<file path="src/css_pkg.sv">
// constants, types and start-up decoding shared by the crystal start-up select block
package css_pkg;

  // ----------------------------------------------------------------
  // register map (byte addresses on the AXI4-Lite slave)
  // ----------------------------------------------------------------
  localparam int AXI_AW = 4;
  localparam int AXI_DW = 32;
  localparam logic [AXI_AW-1:0] REG_FUSE = 4'h0;
  localparam logic [AXI_AW-1:0] REG_CTRL = 4'h4;
  localparam logic [AXI_AW-1:0] REG_STATUS = 4'h8;
  localparam logic [AXI_AW-1:0] REG_COUNT = 4'hC;
  localparam logic [1:0] RESP_OKAY = 2'h0;
  localparam logic [1:0] RESP_SLVERR = 2'h2;

  // fuse image, a '0' bit means programmed
  typedef struct packed {
    logic div8_n;
    logic [1:0] startup_time_fuses;
    logic [3:0] clock_source_select_fuses;
  } css_fuse_t;
  localparam int FUSE_W = 7;
  localparam css_fuse_t FUSE_RESET = 7'h22;

  // control register, write-one pulses
  localparam int CTRL_RESTART_BIT = 0;
  localparam int CTRL_SLEEP_BIT = 1;
  localparam int CTRL_WAKE_BIT = 2;

  // status register fields
  localparam int ST_STATE_LSB = 0;
  localparam int ST_LP_BIT = 3;
  localparam int ST_FS_BIT = 4;
  localparam int ST_RANGE_LSB = 5;
  localparam int ST_STABLE_BIT = 7;
  localparam int ST_HOLD_BIT = 8;
  localparam int ST_DIV8_BIT = 9;
  localparam int ST_WAKE_LSB = 10;
  localparam int ST_TOUT_LSB = 12;

  // ----------------------------------------------------------------
  // source decode and counts
  // ----------------------------------------------------------------
  localparam logic [2:0] SRC_FULL_SWING = 3'h3;
  localparam int SRC_LP_BIT = 3;
  localparam int WAKE_SHORT = 258;
  localparam int WAKE_MID = 1024;
  localparam int DEF_WAKE_LONG = 16384;
  localparam int TOUT_SHORT = 512;
  localparam int DEF_TOUT_LONG = 8192;
  localparam int RESET_CK = 14;
  localparam int DEF_CNT_W = 15;
  localparam int DIV_W = 3;
  localparam logic [DIV_W-1:0] DIV_LAST = 3'h7;

  typedef enum logic [1:0] {WK_258, WK_1K, WK_16K} css_wake_t;
  typedef enum logic [1:0] {TO_NONE, TO_512, TO_8K} css_tout_t;
  typedef struct packed {
    css_wake_t wake;
    css_tout_t tout;
  } css_start_t;
  typedef enum logic [2:0] {CSS_START, CSS_TOUT, CSS_RST14, CSS_RUN, CSS_SLEEP, CSS_WAKE, CSS_OFF} css_state_t;

  // lowest select bit and start-up fuses to wake count and reset time-out
  function automatic css_start_t css_decode(input logic bit0, input logic [1:0] startup_time_fuses);
    css_start_t s;
    s.wake = WK_16K;
    s.tout = TO_NONE;
    case ({bit0, startup_time_fuses})
      3'h0: s = '{WK_258, TO_512};
      3'h1: s = '{WK_258, TO_8K};
      3'h2: s = '{WK_1K, TO_NONE};
      3'h3: s = '{WK_1K, TO_512};
      3'h4: s = '{WK_1K, TO_8K};
      3'h5: s = '{WK_16K, TO_NONE};
      3'h6: s = '{WK_16K, TO_512};
      default: s = '{WK_16K, TO_8K};
    endcase
    return s;
  endfunction

endpackage

</file>
<file path="src/css_top.sv">
// crystal oscillator range select, start-up counting and divide-by-eight with an AXI4-Lite register slave
// Contract
// - low-power crystal decodes upper select bits 100..111 as four frequency ranges.
// - upper select bits 011 pick the full-swing crystal oscillator, 0.4 to 20 MHz.
// - bit0=0, start-up 00: wake 258 cycles; reset 14 cycles plus 512 watchdog cycles.
// - bit0=0, start-up 01: wake 258 cycles; reset 14 cycles plus 8K watchdog cycles.
// - bit0=0, start-up 10: wake 1K cycles; reset only 14 cycles.
// - bit0=0/11 gives 1K wake, 14 plus 4.1 ms; bit0=1/00 gives 1K, 14 plus 65 ms.
// - bit0=1, start-up 01: wake 16K cycles; reset only 14 cycles.
// - bit0=1, start-up 10: wake 16K cycles; reset 14 cycles plus 4.1 ms.
// - bit0=1, start-up 11: wake 16K cycles; reset 14 cycles plus 65 ms.
// - programmed divide-by-eight fuse divides the oscillator by eight for the system clock.
// - wake from sleep counts only start-up cycles; reset adds the time-out.
// - reset time-out counts watchdog oscillator cycles: 512 or 8K.
//
// The address map and the AXI4-Lite register port were chosen for this implementation.
`timescale 1ns/1ps

module css_top
#(
  parameter int WAKE_LONG_CYCLES = css_pkg::DEF_WAKE_LONG,
  parameter int TOUT_LONG_CYCLES = css_pkg::DEF_TOUT_LONG,
  parameter int CNT_W = css_pkg::DEF_CNT_W
)
(
  input wire logic CLK,
  input wire logic RST,
  input wire logic [css_pkg::AXI_AW-1:0] S_AXI_AWADDR,
  input wire logic S_AXI_AWVALID,
  output logic S_AXI_AWREADY,
  input wire logic [css_pkg::AXI_DW-1:0] S_AXI_WDATA,
  input wire logic [3:0] S_AXI_WSTRB,
  input wire logic S_AXI_WVALID,
  output logic S_AXI_WREADY,
  output logic [1:0] S_AXI_BRESP,
  output logic S_AXI_BVALID,
  input wire logic S_AXI_BREADY,
  input wire logic [css_pkg::AXI_AW-1:0] S_AXI_ARADDR,
  input wire logic S_AXI_ARVALID,
  output logic S_AXI_ARREADY,
  output logic [css_pkg::AXI_DW-1:0] S_AXI_RDATA,
  output logic [1:0] S_AXI_RRESP,
  output logic S_AXI_RVALID,
  input wire logic S_AXI_RREADY,
  input wire logic OSC_OUTPUT_PIN,
  input wire logic WDT_OSC_IN,
  input wire logic WAKE_IN,
  output logic SYS_CLK_TICK,
  output logic CLOCK_STABLE,
  output logic INT_RESET_HOLD,
  output logic OSC_LOW_POWER_SEL,
  output logic OSC_FULL_SWING_SEL,
  output logic [1:0] OSC_RANGE
);

  // ----------------------------------------------------------------
  // declarations
  // ----------------------------------------------------------------
  localparam int NSYNC = 3;
  localparam int SYN_OSC = 0;
  localparam int SYN_WDT = 1;
  localparam int SYN_WAKE = 2;

  css_pkg::css_fuse_t fuse_reg;
  css_pkg::css_start_t start_reg;
  css_pkg::css_start_t start_dec;
  css_pkg::css_state_t state_reg;
  logic [CNT_W-1:0] cnt_reg;
  logic [css_pkg::DIV_W-1:0] div_reg;
  logic [NSYNC-1:0] in_meta_reg;
  logic [NSYNC-1:0] in_sync_reg;
  logic [NSYNC-1:0] in_prev_reg;
  logic osc_edge;
  logic wdt_edge;
  logic wake_edge;
  logic restart_req_reg;
  logic sleep_req_reg;
  logic wake_req_reg;
  logic sel_low_power;
  logic sel_full_swing;
  logic xtal_sel;
  logic div8_on;
  logic [CNT_W-1:0] wake_last;
  logic [CNT_W-1:0] tout_last;
  logic [CNT_W-1:0] rst14_last;
  logic tout_none;
  logic aw_got_reg;
  logic w_got_reg;
  logic [css_pkg::AXI_AW-1:0] aw_addr_reg;
  logic [css_pkg::AXI_DW-1:0] w_data_reg;
  logic [3:0] w_strb_reg;
  logic bvalid_reg;
  logic [1:0] bresp_reg;
  logic rvalid_reg;
  logic [1:0] rresp_reg;
  logic [css_pkg::AXI_DW-1:0] rdata_reg;
  logic do_write;
  logic [css_pkg::AXI_DW-1:0] status_word;
  logic tick_reg;
  logic stable_reg;
  logic hold_reg;
  logic lp_reg;
  logic fs_reg;
  logic [1:0] range_reg;

  // ----------------------------------------------------------------
  // pin synchronisers
  // ----------------------------------------------------------------
  // oscillator, watchdog oscillator and wake pin all cross into CLK; the
  // oscillators must run well below CLK/2 or edges are lost
  always_ff @(posedge CLK)
  begin
    if (RST)
    begin
      in_meta_reg <= '0;
      in_sync_reg <= '0;
      in_prev_reg <= '0;
    end
    else
    begin
      in_meta_reg <= {WAKE_IN, WDT_OSC_IN, OSC_OUTPUT_PIN};
      in_sync_reg <= in_meta_reg;
      in_prev_reg <= in_sync_reg;
    end
  end

  // rising edges seen only after the second flop
  assign osc_edge = in_sync_reg[SYN_OSC] & ~in_prev_reg[SYN_OSC];
  assign wdt_edge = in_sync_reg[SYN_WDT] & ~in_prev_reg[SYN_WDT];
  assign wake_edge = in_sync_reg[SYN_WAKE] & ~in_prev_reg[SYN_WAKE];

  // ----------------------------------------------------------------
  // fuse decode
  // ----------------------------------------------------------------
  // source select and range come straight from the fuse image
  always_comb
  begin
    sel_low_power = fuse_reg.clock_source_select_fuses[css_pkg::SRC_LP_BIT];
    sel_full_swing = (fuse_reg.clock_source_select_fuses[3:1] == css_pkg::SRC_FULL_SWING);
    xtal_sel = sel_low_power | sel_full_swing;
    div8_on = ~fuse_reg.div8_n;
    // one table for both crystal kinds
    start_dec = css_pkg::css_decode(fuse_reg.clock_source_select_fuses[0],
      fuse_reg.startup_time_fuses);
  end

  // last count value of each phase, from the options latched at start
  always_comb
  begin
    case (start_reg.wake)
      css_pkg::WK_258: wake_last = CNT_W'(css_pkg::WAKE_SHORT - 1);
      css_pkg::WK_1K: wake_last = CNT_W'(css_pkg::WAKE_MID - 1);
      default: wake_last = CNT_W'(WAKE_LONG_CYCLES - 1);
    endcase
    case (start_reg.tout)
      css_pkg::TO_512: tout_last = CNT_W'(css_pkg::TOUT_SHORT - 1);
      css_pkg::TO_8K: tout_last = CNT_W'(TOUT_LONG_CYCLES - 1);
      default: tout_last = '0;
    endcase
    tout_none = (start_reg.tout == css_pkg::TO_NONE);
    rst14_last = CNT_W'(css_pkg::RESET_CK - 1);
  end

  // ----------------------------------------------------------------
  // start-up sequencer
  // ----------------------------------------------------------------
  // reset path: time-out on watchdog cycles, then 14 oscillator cycles;
  // wake path: oscillator start-up cycles only
  always_ff @(posedge CLK)
  begin
    if (RST)
    begin
      state_reg <= css_pkg::CSS_START;
      cnt_reg <= '0;
      start_reg <= '{css_pkg::WK_16K, css_pkg::TO_8K};
    end
    else if (restart_req_reg)
    begin
      state_reg <= css_pkg::CSS_START;
      cnt_reg <= '0;
    end
    else
    begin
      case (state_reg)
        css_pkg::CSS_START:
        begin
          cnt_reg <= '0;
          start_reg <= start_dec; // fuses taken once per reset or restart pulse
          state_reg <= xtal_sel ? css_pkg::CSS_TOUT : css_pkg::CSS_OFF;
        end
        css_pkg::CSS_TOUT:
        begin
          if (tout_none)
            state_reg <= css_pkg::CSS_RST14;
          else if (wdt_edge)
          begin
            if (cnt_reg == tout_last)
            begin
              cnt_reg <= '0;
              state_reg <= css_pkg::CSS_RST14;
            end
            else
              cnt_reg <= cnt_reg + 1'b1;
          end
        end
        css_pkg::CSS_RST14:
        begin
          if (osc_edge)
          begin
            if (cnt_reg == rst14_last)
            begin
              cnt_reg <= '0;
              state_reg <= css_pkg::CSS_RUN;
            end
            else
              cnt_reg <= cnt_reg + 1'b1;
          end
        end
        css_pkg::CSS_RUN:
        begin
          if (sleep_req_reg)
            state_reg <= css_pkg::CSS_SLEEP;
        end
        css_pkg::CSS_SLEEP:
        begin
          cnt_reg <= '0;
          if (wake_edge | wake_req_reg)
            state_reg <= css_pkg::CSS_WAKE; // no time-out on wake
        end
        css_pkg::CSS_WAKE:
        begin
          if (osc_edge)
          begin
            if (cnt_reg == wake_last)
            begin
              cnt_reg <= '0;
              state_reg <= css_pkg::CSS_RUN;
            end
            else
              cnt_reg <= cnt_reg + 1'b1;
          end
        end
        css_pkg::CSS_OFF:
        begin
          cnt_reg <= '0;
        end
        default:
        begin
          state_reg <= css_pkg::CSS_START;
          cnt_reg <= '0;
        end
      endcase
    end
  end

  // ----------------------------------------------------------------
  // system clock prescaler
  // ----------------------------------------------------------------
  // one tick per oscillator edge, or per eighth edge when divided
  always_ff @(posedge CLK)
  begin
    if (RST || state_reg != css_pkg::CSS_RUN)
    begin
      div_reg <= '0;
      tick_reg <= 1'b0;
    end
    else
    begin
      if (osc_edge)
        div_reg <= div_reg + 1'b1;
      tick_reg <= osc_edge & (~div8_on | (div_reg == css_pkg::DIV_LAST));
    end
  end

  // ----------------------------------------------------------------
  // registered outputs
  // ----------------------------------------------------------------
  // stable and hold trail the state by one cycle; source selects and range trail the fuse image
  always_ff @(posedge CLK)
  begin
    if (RST)
    begin
      stable_reg <= 1'b0;
      hold_reg <= 1'b0;
      lp_reg <= 1'b0;
      fs_reg <= 1'b0;
      range_reg <= '0;
    end
    else
    begin
      stable_reg <= (state_reg == css_pkg::CSS_RUN);
      hold_reg <= (state_reg == css_pkg::CSS_START) || (state_reg == css_pkg::CSS_TOUT)
        || (state_reg == css_pkg::CSS_RST14);
      lp_reg <= sel_low_power;
      fs_reg <= sel_full_swing;
      range_reg <= sel_low_power ? fuse_reg.clock_source_select_fuses[2:1] : 2'h0;
    end
  end

  assign SYS_CLK_TICK = tick_reg;
  assign CLOCK_STABLE = stable_reg;
  assign INT_RESET_HOLD = hold_reg;
  assign OSC_LOW_POWER_SEL = lp_reg;
  assign OSC_FULL_SWING_SEL = fs_reg;
  assign OSC_RANGE = range_reg;

  // ----------------------------------------------------------------
  // AXI4-Lite write channel
  // ----------------------------------------------------------------
  // address and data taken in either order; response once both are held
  assign S_AXI_AWREADY = ~aw_got_reg & ~bvalid_reg;
  assign S_AXI_WREADY = ~w_got_reg & ~bvalid_reg;
  assign do_write = aw_got_reg & w_got_reg & ~bvalid_reg;

  always_ff @(posedge CLK)
  begin
    if (RST)
    begin
      aw_got_reg <= 1'b0;
      w_got_reg <= 1'b0;
      aw_addr_reg <= '0;
      w_data_reg <= '0;
      w_strb_reg <= '0;
      bvalid_reg <= 1'b0;
      bresp_reg <= css_pkg::RESP_OKAY;
    end
    else
    begin
      if (S_AXI_AWVALID && S_AXI_AWREADY)
      begin
        aw_got_reg <= 1'b1;
        aw_addr_reg <= S_AXI_AWADDR;
      end
      if (S_AXI_WVALID && S_AXI_WREADY)
      begin
        w_got_reg <= 1'b1;
        w_data_reg <= S_AXI_WDATA;
        w_strb_reg <= S_AXI_WSTRB;
      end
      if (do_write)
      begin
        aw_got_reg <= 1'b0;
        w_got_reg <= 1'b0;
        bvalid_reg <= 1'b1;
        case ({aw_addr_reg[css_pkg::AXI_AW-1:2], 2'b00})
          css_pkg::REG_FUSE, css_pkg::REG_CTRL, css_pkg::REG_STATUS, css_pkg::REG_COUNT:
            bresp_reg <= css_pkg::RESP_OKAY;
          default:
            bresp_reg <= css_pkg::RESP_SLVERR;
        endcase
      end
      else if (bvalid_reg && S_AXI_BREADY)
        bvalid_reg <= 1'b0;
    end
  end

  assign S_AXI_BVALID = bvalid_reg;
  assign S_AXI_BRESP = bresp_reg;

  // fuse image and write-one control pulses; status and count ignore writes
  always_ff @(posedge CLK)
  begin
    if (RST)
    begin
      fuse_reg <= css_pkg::FUSE_RESET;
      restart_req_reg <= 1'b0;
      sleep_req_reg <= 1'b0;
      wake_req_reg <= 1'b0;
    end
    else
    begin
      restart_req_reg <= 1'b0;
      sleep_req_reg <= 1'b0;
      wake_req_reg <= 1'b0;
      if (do_write && w_strb_reg[0])
      begin
        if ({aw_addr_reg[css_pkg::AXI_AW-1:2], 2'b00} == css_pkg::REG_FUSE)
          fuse_reg <= w_data_reg[css_pkg::FUSE_W-1:0];
        if ({aw_addr_reg[css_pkg::AXI_AW-1:2], 2'b00} == css_pkg::REG_CTRL)
        begin
          restart_req_reg <= w_data_reg[css_pkg::CTRL_RESTART_BIT];
          sleep_req_reg <= w_data_reg[css_pkg::CTRL_SLEEP_BIT];
          wake_req_reg <= w_data_reg[css_pkg::CTRL_WAKE_BIT];
        end
      end
    end
  end

  // ----------------------------------------------------------------
  // AXI4-Lite read channel
  // ----------------------------------------------------------------
  always_comb
  begin
    status_word = '0;
    status_word[css_pkg::ST_STATE_LSB +: 3] = state_reg;
    status_word[css_pkg::ST_LP_BIT] = lp_reg;
    status_word[css_pkg::ST_FS_BIT] = fs_reg;
    status_word[css_pkg::ST_RANGE_LSB +: 2] = range_reg;
    status_word[css_pkg::ST_STABLE_BIT] = stable_reg;
    status_word[css_pkg::ST_HOLD_BIT] = hold_reg;
    status_word[css_pkg::ST_DIV8_BIT] = div8_on;
    status_word[css_pkg::ST_WAKE_LSB +: 2] = start_reg.wake;
    status_word[css_pkg::ST_TOUT_LSB +: 2] = start_reg.tout;
  end

  assign S_AXI_ARREADY = ~rvalid_reg;

  // one cycle from address to data; unmapped reads return zero and SLVERR
  always_ff @(posedge CLK)
  begin
    if (RST)
    begin
      rvalid_reg <= 1'b0;
      rdata_reg <= '0;
      rresp_reg <= css_pkg::RESP_OKAY;
    end
    else if (S_AXI_ARVALID && S_AXI_ARREADY)
    begin
      rvalid_reg <= 1'b1;
      rresp_reg <= css_pkg::RESP_OKAY;
      case ({S_AXI_ARADDR[css_pkg::AXI_AW-1:2], 2'b00})
        css_pkg::REG_FUSE: rdata_reg <= css_pkg::AXI_DW'(fuse_reg);
        css_pkg::REG_CTRL: rdata_reg <= '0; // pulses read back as zero
        css_pkg::REG_STATUS: rdata_reg <= status_word;
        css_pkg::REG_COUNT: rdata_reg <= css_pkg::AXI_DW'(cnt_reg);
        default:
        begin
          rdata_reg <= '0;
          rresp_reg <= css_pkg::RESP_SLVERR;
        end
      endcase
    end
    else if (rvalid_reg && S_AXI_RREADY)
      rvalid_reg <= 1'b0;
  end

  assign S_AXI_RVALID = rvalid_reg;
  assign S_AXI_RDATA = rdata_reg;
  assign S_AXI_RRESP = rresp_reg;

endmodule // css_top

</file>
<file path="config.mk">
export PLATFORM = sky130hd
export DESIGN_NAME = css_top
export DESIGN_NICKNAME = d
export VERILOG_FILES = /design/src/css_pkg.sv /design/src/css_top.sv
export SDC_FILE = /design/constraint.sdc
export NUM_CORES = 1
export LEC_CHECK = 0
export ABC_AREA = 1
export BUFFER_PORTS_ARGS = -buffer_cell sky130_fd_sc_hd__buf_2
export CAP_MARGIN = 0
export CORE_MARGIN = 5
export CORE_UTILIZATION = 48
export CTS_BUF_LIST = sky130_fd_sc_hd__clkbuf_16
export DETAILED_ROUTE_END_ITERATION = 10
export GPL_ROUTABILITY_DRIVEN = 0
export PLACE_DENSITY = 0.74
export SLEW_MARGIN = 10
export SYNTH_ARGS = -nofsm -noshare
export SYNTH_HDL_FRONTEND = slang
export SYNTH_SLANG_ARGS = --single-unit
</file>
<file path="constraint.sdc">
create_clock -name CLK -period 4.1 [get_ports CLK]
set_clock_uncertainty 0.2 [all_clocks]
set_input_delay 0.205 -clock CLK [delete_from_list [all_inputs] [get_ports CLK]]
set_output_delay 0.205 -clock CLK [all_outputs]
set_load 0.05 [all_outputs]
</file>
==> metrics.cfg <==
[status]
status=complete, but fails checks
violations=negative hold slack

[final_layout]
fillers=720
antenna_cells=0
fin_util_pct=58.56
syn2layout_area_growth_pct=18.06
multiInputGateArea_sq_um=1863
drive_gt1_share_pct=16.78
final_common_cell=nand2_1
final_cell_mix=nand2_1, nor2_1, dfxtp_1, inv_1, buf_2
nets=657
regArea_sq_um=1602

[worst_setup_path]
cp.required_ps=4080
crit_top_cell=inv_1
worst-setup-path-type=flip-flop to flip-flop
cp_slowest_cell=o21ai_2
crit_fanout=12
timing.rr.end=cnt_reg[0]
critPathLaunchType=flip-flop
end_kind=flip-flop
rr_worst_depth=11
crit_arrival_ps=2500
rrSetupSlack_ps=1580
rr_startpoint=start_reg[0]
path_cells=inv_1 > ha_1 > inv_1 > nand2_1 > nand3_1 > nor2_1 > nand2_2 > o21bai_4 > nand3_2 > o21ai_2 > a21oi_1
max_stage_delay_ps=630
worstSetupEndpoint=cnt_reg[0]
crit_start=start_reg[0]

[floorplanning]
coreArea_sq_um=7807
num_rows=32
die_h_microns=99.82
ios=102
start_util_pct=49.60
die_area_sq_um=9964
die_w_microns=99.82

[cts]
h-tree-depth=3
clkTransAtPathRegs_ps=60
cts-root-buf=clkbuf_16
clock_sinks=80
clk_path_buf_depth=2
clk_latency_ps=330
postCtsSetupBuffers=0
cts_inserted_buffers=9
cts_tree=built

[worst_hold_path]
min_path_cells=3
hold_path.class=input port to flip-flop

[synth]
ys_ff_latch=80
synth_compound_area_share_pct=14.54
yosys.area_share.adder_pct=1.939
synthArstFlopShare_pct=0
synth_flop_cell=dfxtp_1
synth_edf_count=0
synthCells=536
synthSimpleGateAreaFrac_pct=28.01
synth_warnings=0
ys_types=42
synth-seq-area-share_pct=41.36
synth_top_family_by_area=simple AND/OR/NAND/NOR gates
avgSynthCellArea_sq_um=7.225
syn_area_sq_um=3872
synth_xor_area_share_pct=1.583
synthMuxAreaShare_pct=0

[drt]
drt_iter0_drc=224
vias_per_cell=5.088
drc_errors=0
routedWlPerCell_microns=13.13
num_vias=3582
finalWirelength_microns=9242
dr.pass1.iters=5
ant_nets=0

[grt]
grt_antenna_before_repair=0
grt_usage_pct=19.23
grt_pass1_vias=3375
overflow=0
grt_pass1_wl_microns=15440
grt_start_max_net_pins=39

[power_and_ir_drop]
vdd_drop_max_mv=0.2981
power_frac_clock_pct=33.6
power_mw=2.499
pwr_density_cell_nw_per_um2=546.6
power.internal_mw=1.588
power_frac_seq_pct=36.6
power.share.switching_pct=36.48
p_sw_mw=0.9117
p_leak_nw=2.058
combPwrFrac_pct=29.7

[timing]
rsz0062_at_grt=false
fin_crit_sh_pct=61.56
finalSetupTns_ps=0
worst_pin_slew_ps=1051
finalHoldViolCount=1
drv_slew=0
setup_viol=0
relSlewSlack_pct=29.87
fin_ws_ps=1576
fmax_ghz=0.3962
holdWs_ps=-0.09448
post-route-min-period_ps=2524

[place]
port_buffers=48
post-place-ws_ps=1583
dp_hpwl_microns=6661

[flow_run]
drv_cap=0

## worst max-delay path: cells and delay by family (launching register included)
family	cells	cell delay [ps]
simple gates	5	450
buf+inv	2	170
fa+ha+maj	1	370
flops	1	350
compound gates	3	840
## synth_stat cells (3+ instances only)
master / instances / area (sq um)
ha_1: 6 / 75.07
o21ai_0: 36 / 180.2
nand2_2: 8 / 50.05
buf_4: 21 / 157.7
nand3_1: 21 / 105.1
a21oi_1: 27 / 135.1
nor2_2: 15 / 93.84
inv_2: 5 / 18.77
nor2_1: 81 / 304.0
inv_1: 61 / 229.0
nor3_1: 5 / 25.02
dfxtp_1: 80 / 1602
nor3_2: 3 / 30.03
o21ai_1: 4 / 20.02
xor2_1: 3 / 26.28
nand2_1: 97 / 364.1
clkbuf_1: 9 / 33.78
o221ai_1: 6 / 52.55
o211ai_1: 5 / 37.54
a31oi_1: 7 / 43.79
xnor2_1: 4 / 35.03
nand4_1: 6 / 37.54
## metrics by stage
stage	instance area [sq um]	hold slack [ps]	cells
after floorplan	3948	112.0	556
after global placement	4089	189.8	671
after detailed placement	4089	196.9	671
after CTS	4572	0.9032	704
after global routing	4572	4.914	704
final	4572	-0.09448	704
## final cells by class
cell class	instances	share of cell area [%]
Clock inverter	7	1.916
Clock buffer	9	4.926
Multi-Input combinational cell	373	40.75
Sequential cell	80	35.03
Timing Repair Buffer	65	8.976
Tap cell	102	2.791
Inverter	68	5.610
## worst min-delay path by stage
stage              startpoint        endpoint  slack (ps)
6_report         S_AXI_RREADY    S_AXI_RVALID       -0.09
3_3_place_gp   in_meta_reg[2]  in_sync_reg[2]         190
5_1_grt          S_AXI_RREADY    S_AXI_RVALID           5
3_5_place_dp   in_meta_reg[0]  in_sync_reg[0]         200
4_1_cts          S_AXI_RREADY    S_AXI_RVALID         0.9
2_1_floorplan  OSC_OUTPUT_PIN  in_meta_reg[0]         110
## repair_timing
| action | 4_1_cts | 5_1_grt |
|---|---|---|
| endpoints found under the hold margin | 15 | 0 |
| hold buffers | 17 | 0 |
| gates resized for setup | 0 | 0 |
## kinds of logic after synthesis
logic type,count (synthesis)
AO/OA/AOI/OAI,95
other,1
adder cells (fa/ha/maj),6
AND/OR/NAND/NOR,244
XOR/XNOR,7
flip-flops,80
buffers and inverters,103
## power by group through the flow
stage                     combinational (mW)  clock, mW  sequential, mW
after global placement                 0.694          0           0.925
after global routing                   0.830      0.888           0.923
final                                  0.743      0.841           0.915
after detailed placement               0.714          0           0.929
after floorplan                        0.572          0           0.958
after CTS                              0.731      0.853           0.913
## per-layer routing
metal,GRT usage (%),share of wire [%],vias to the layer above
met5,0,0,-
met4,4.832,0.98,0
met3,5.490,7.1,13
met2,32.07,47,142
met1,24.51,45,1624
li1,-,-,1803
Note: power is estimated with default switching activity, not from simulation.
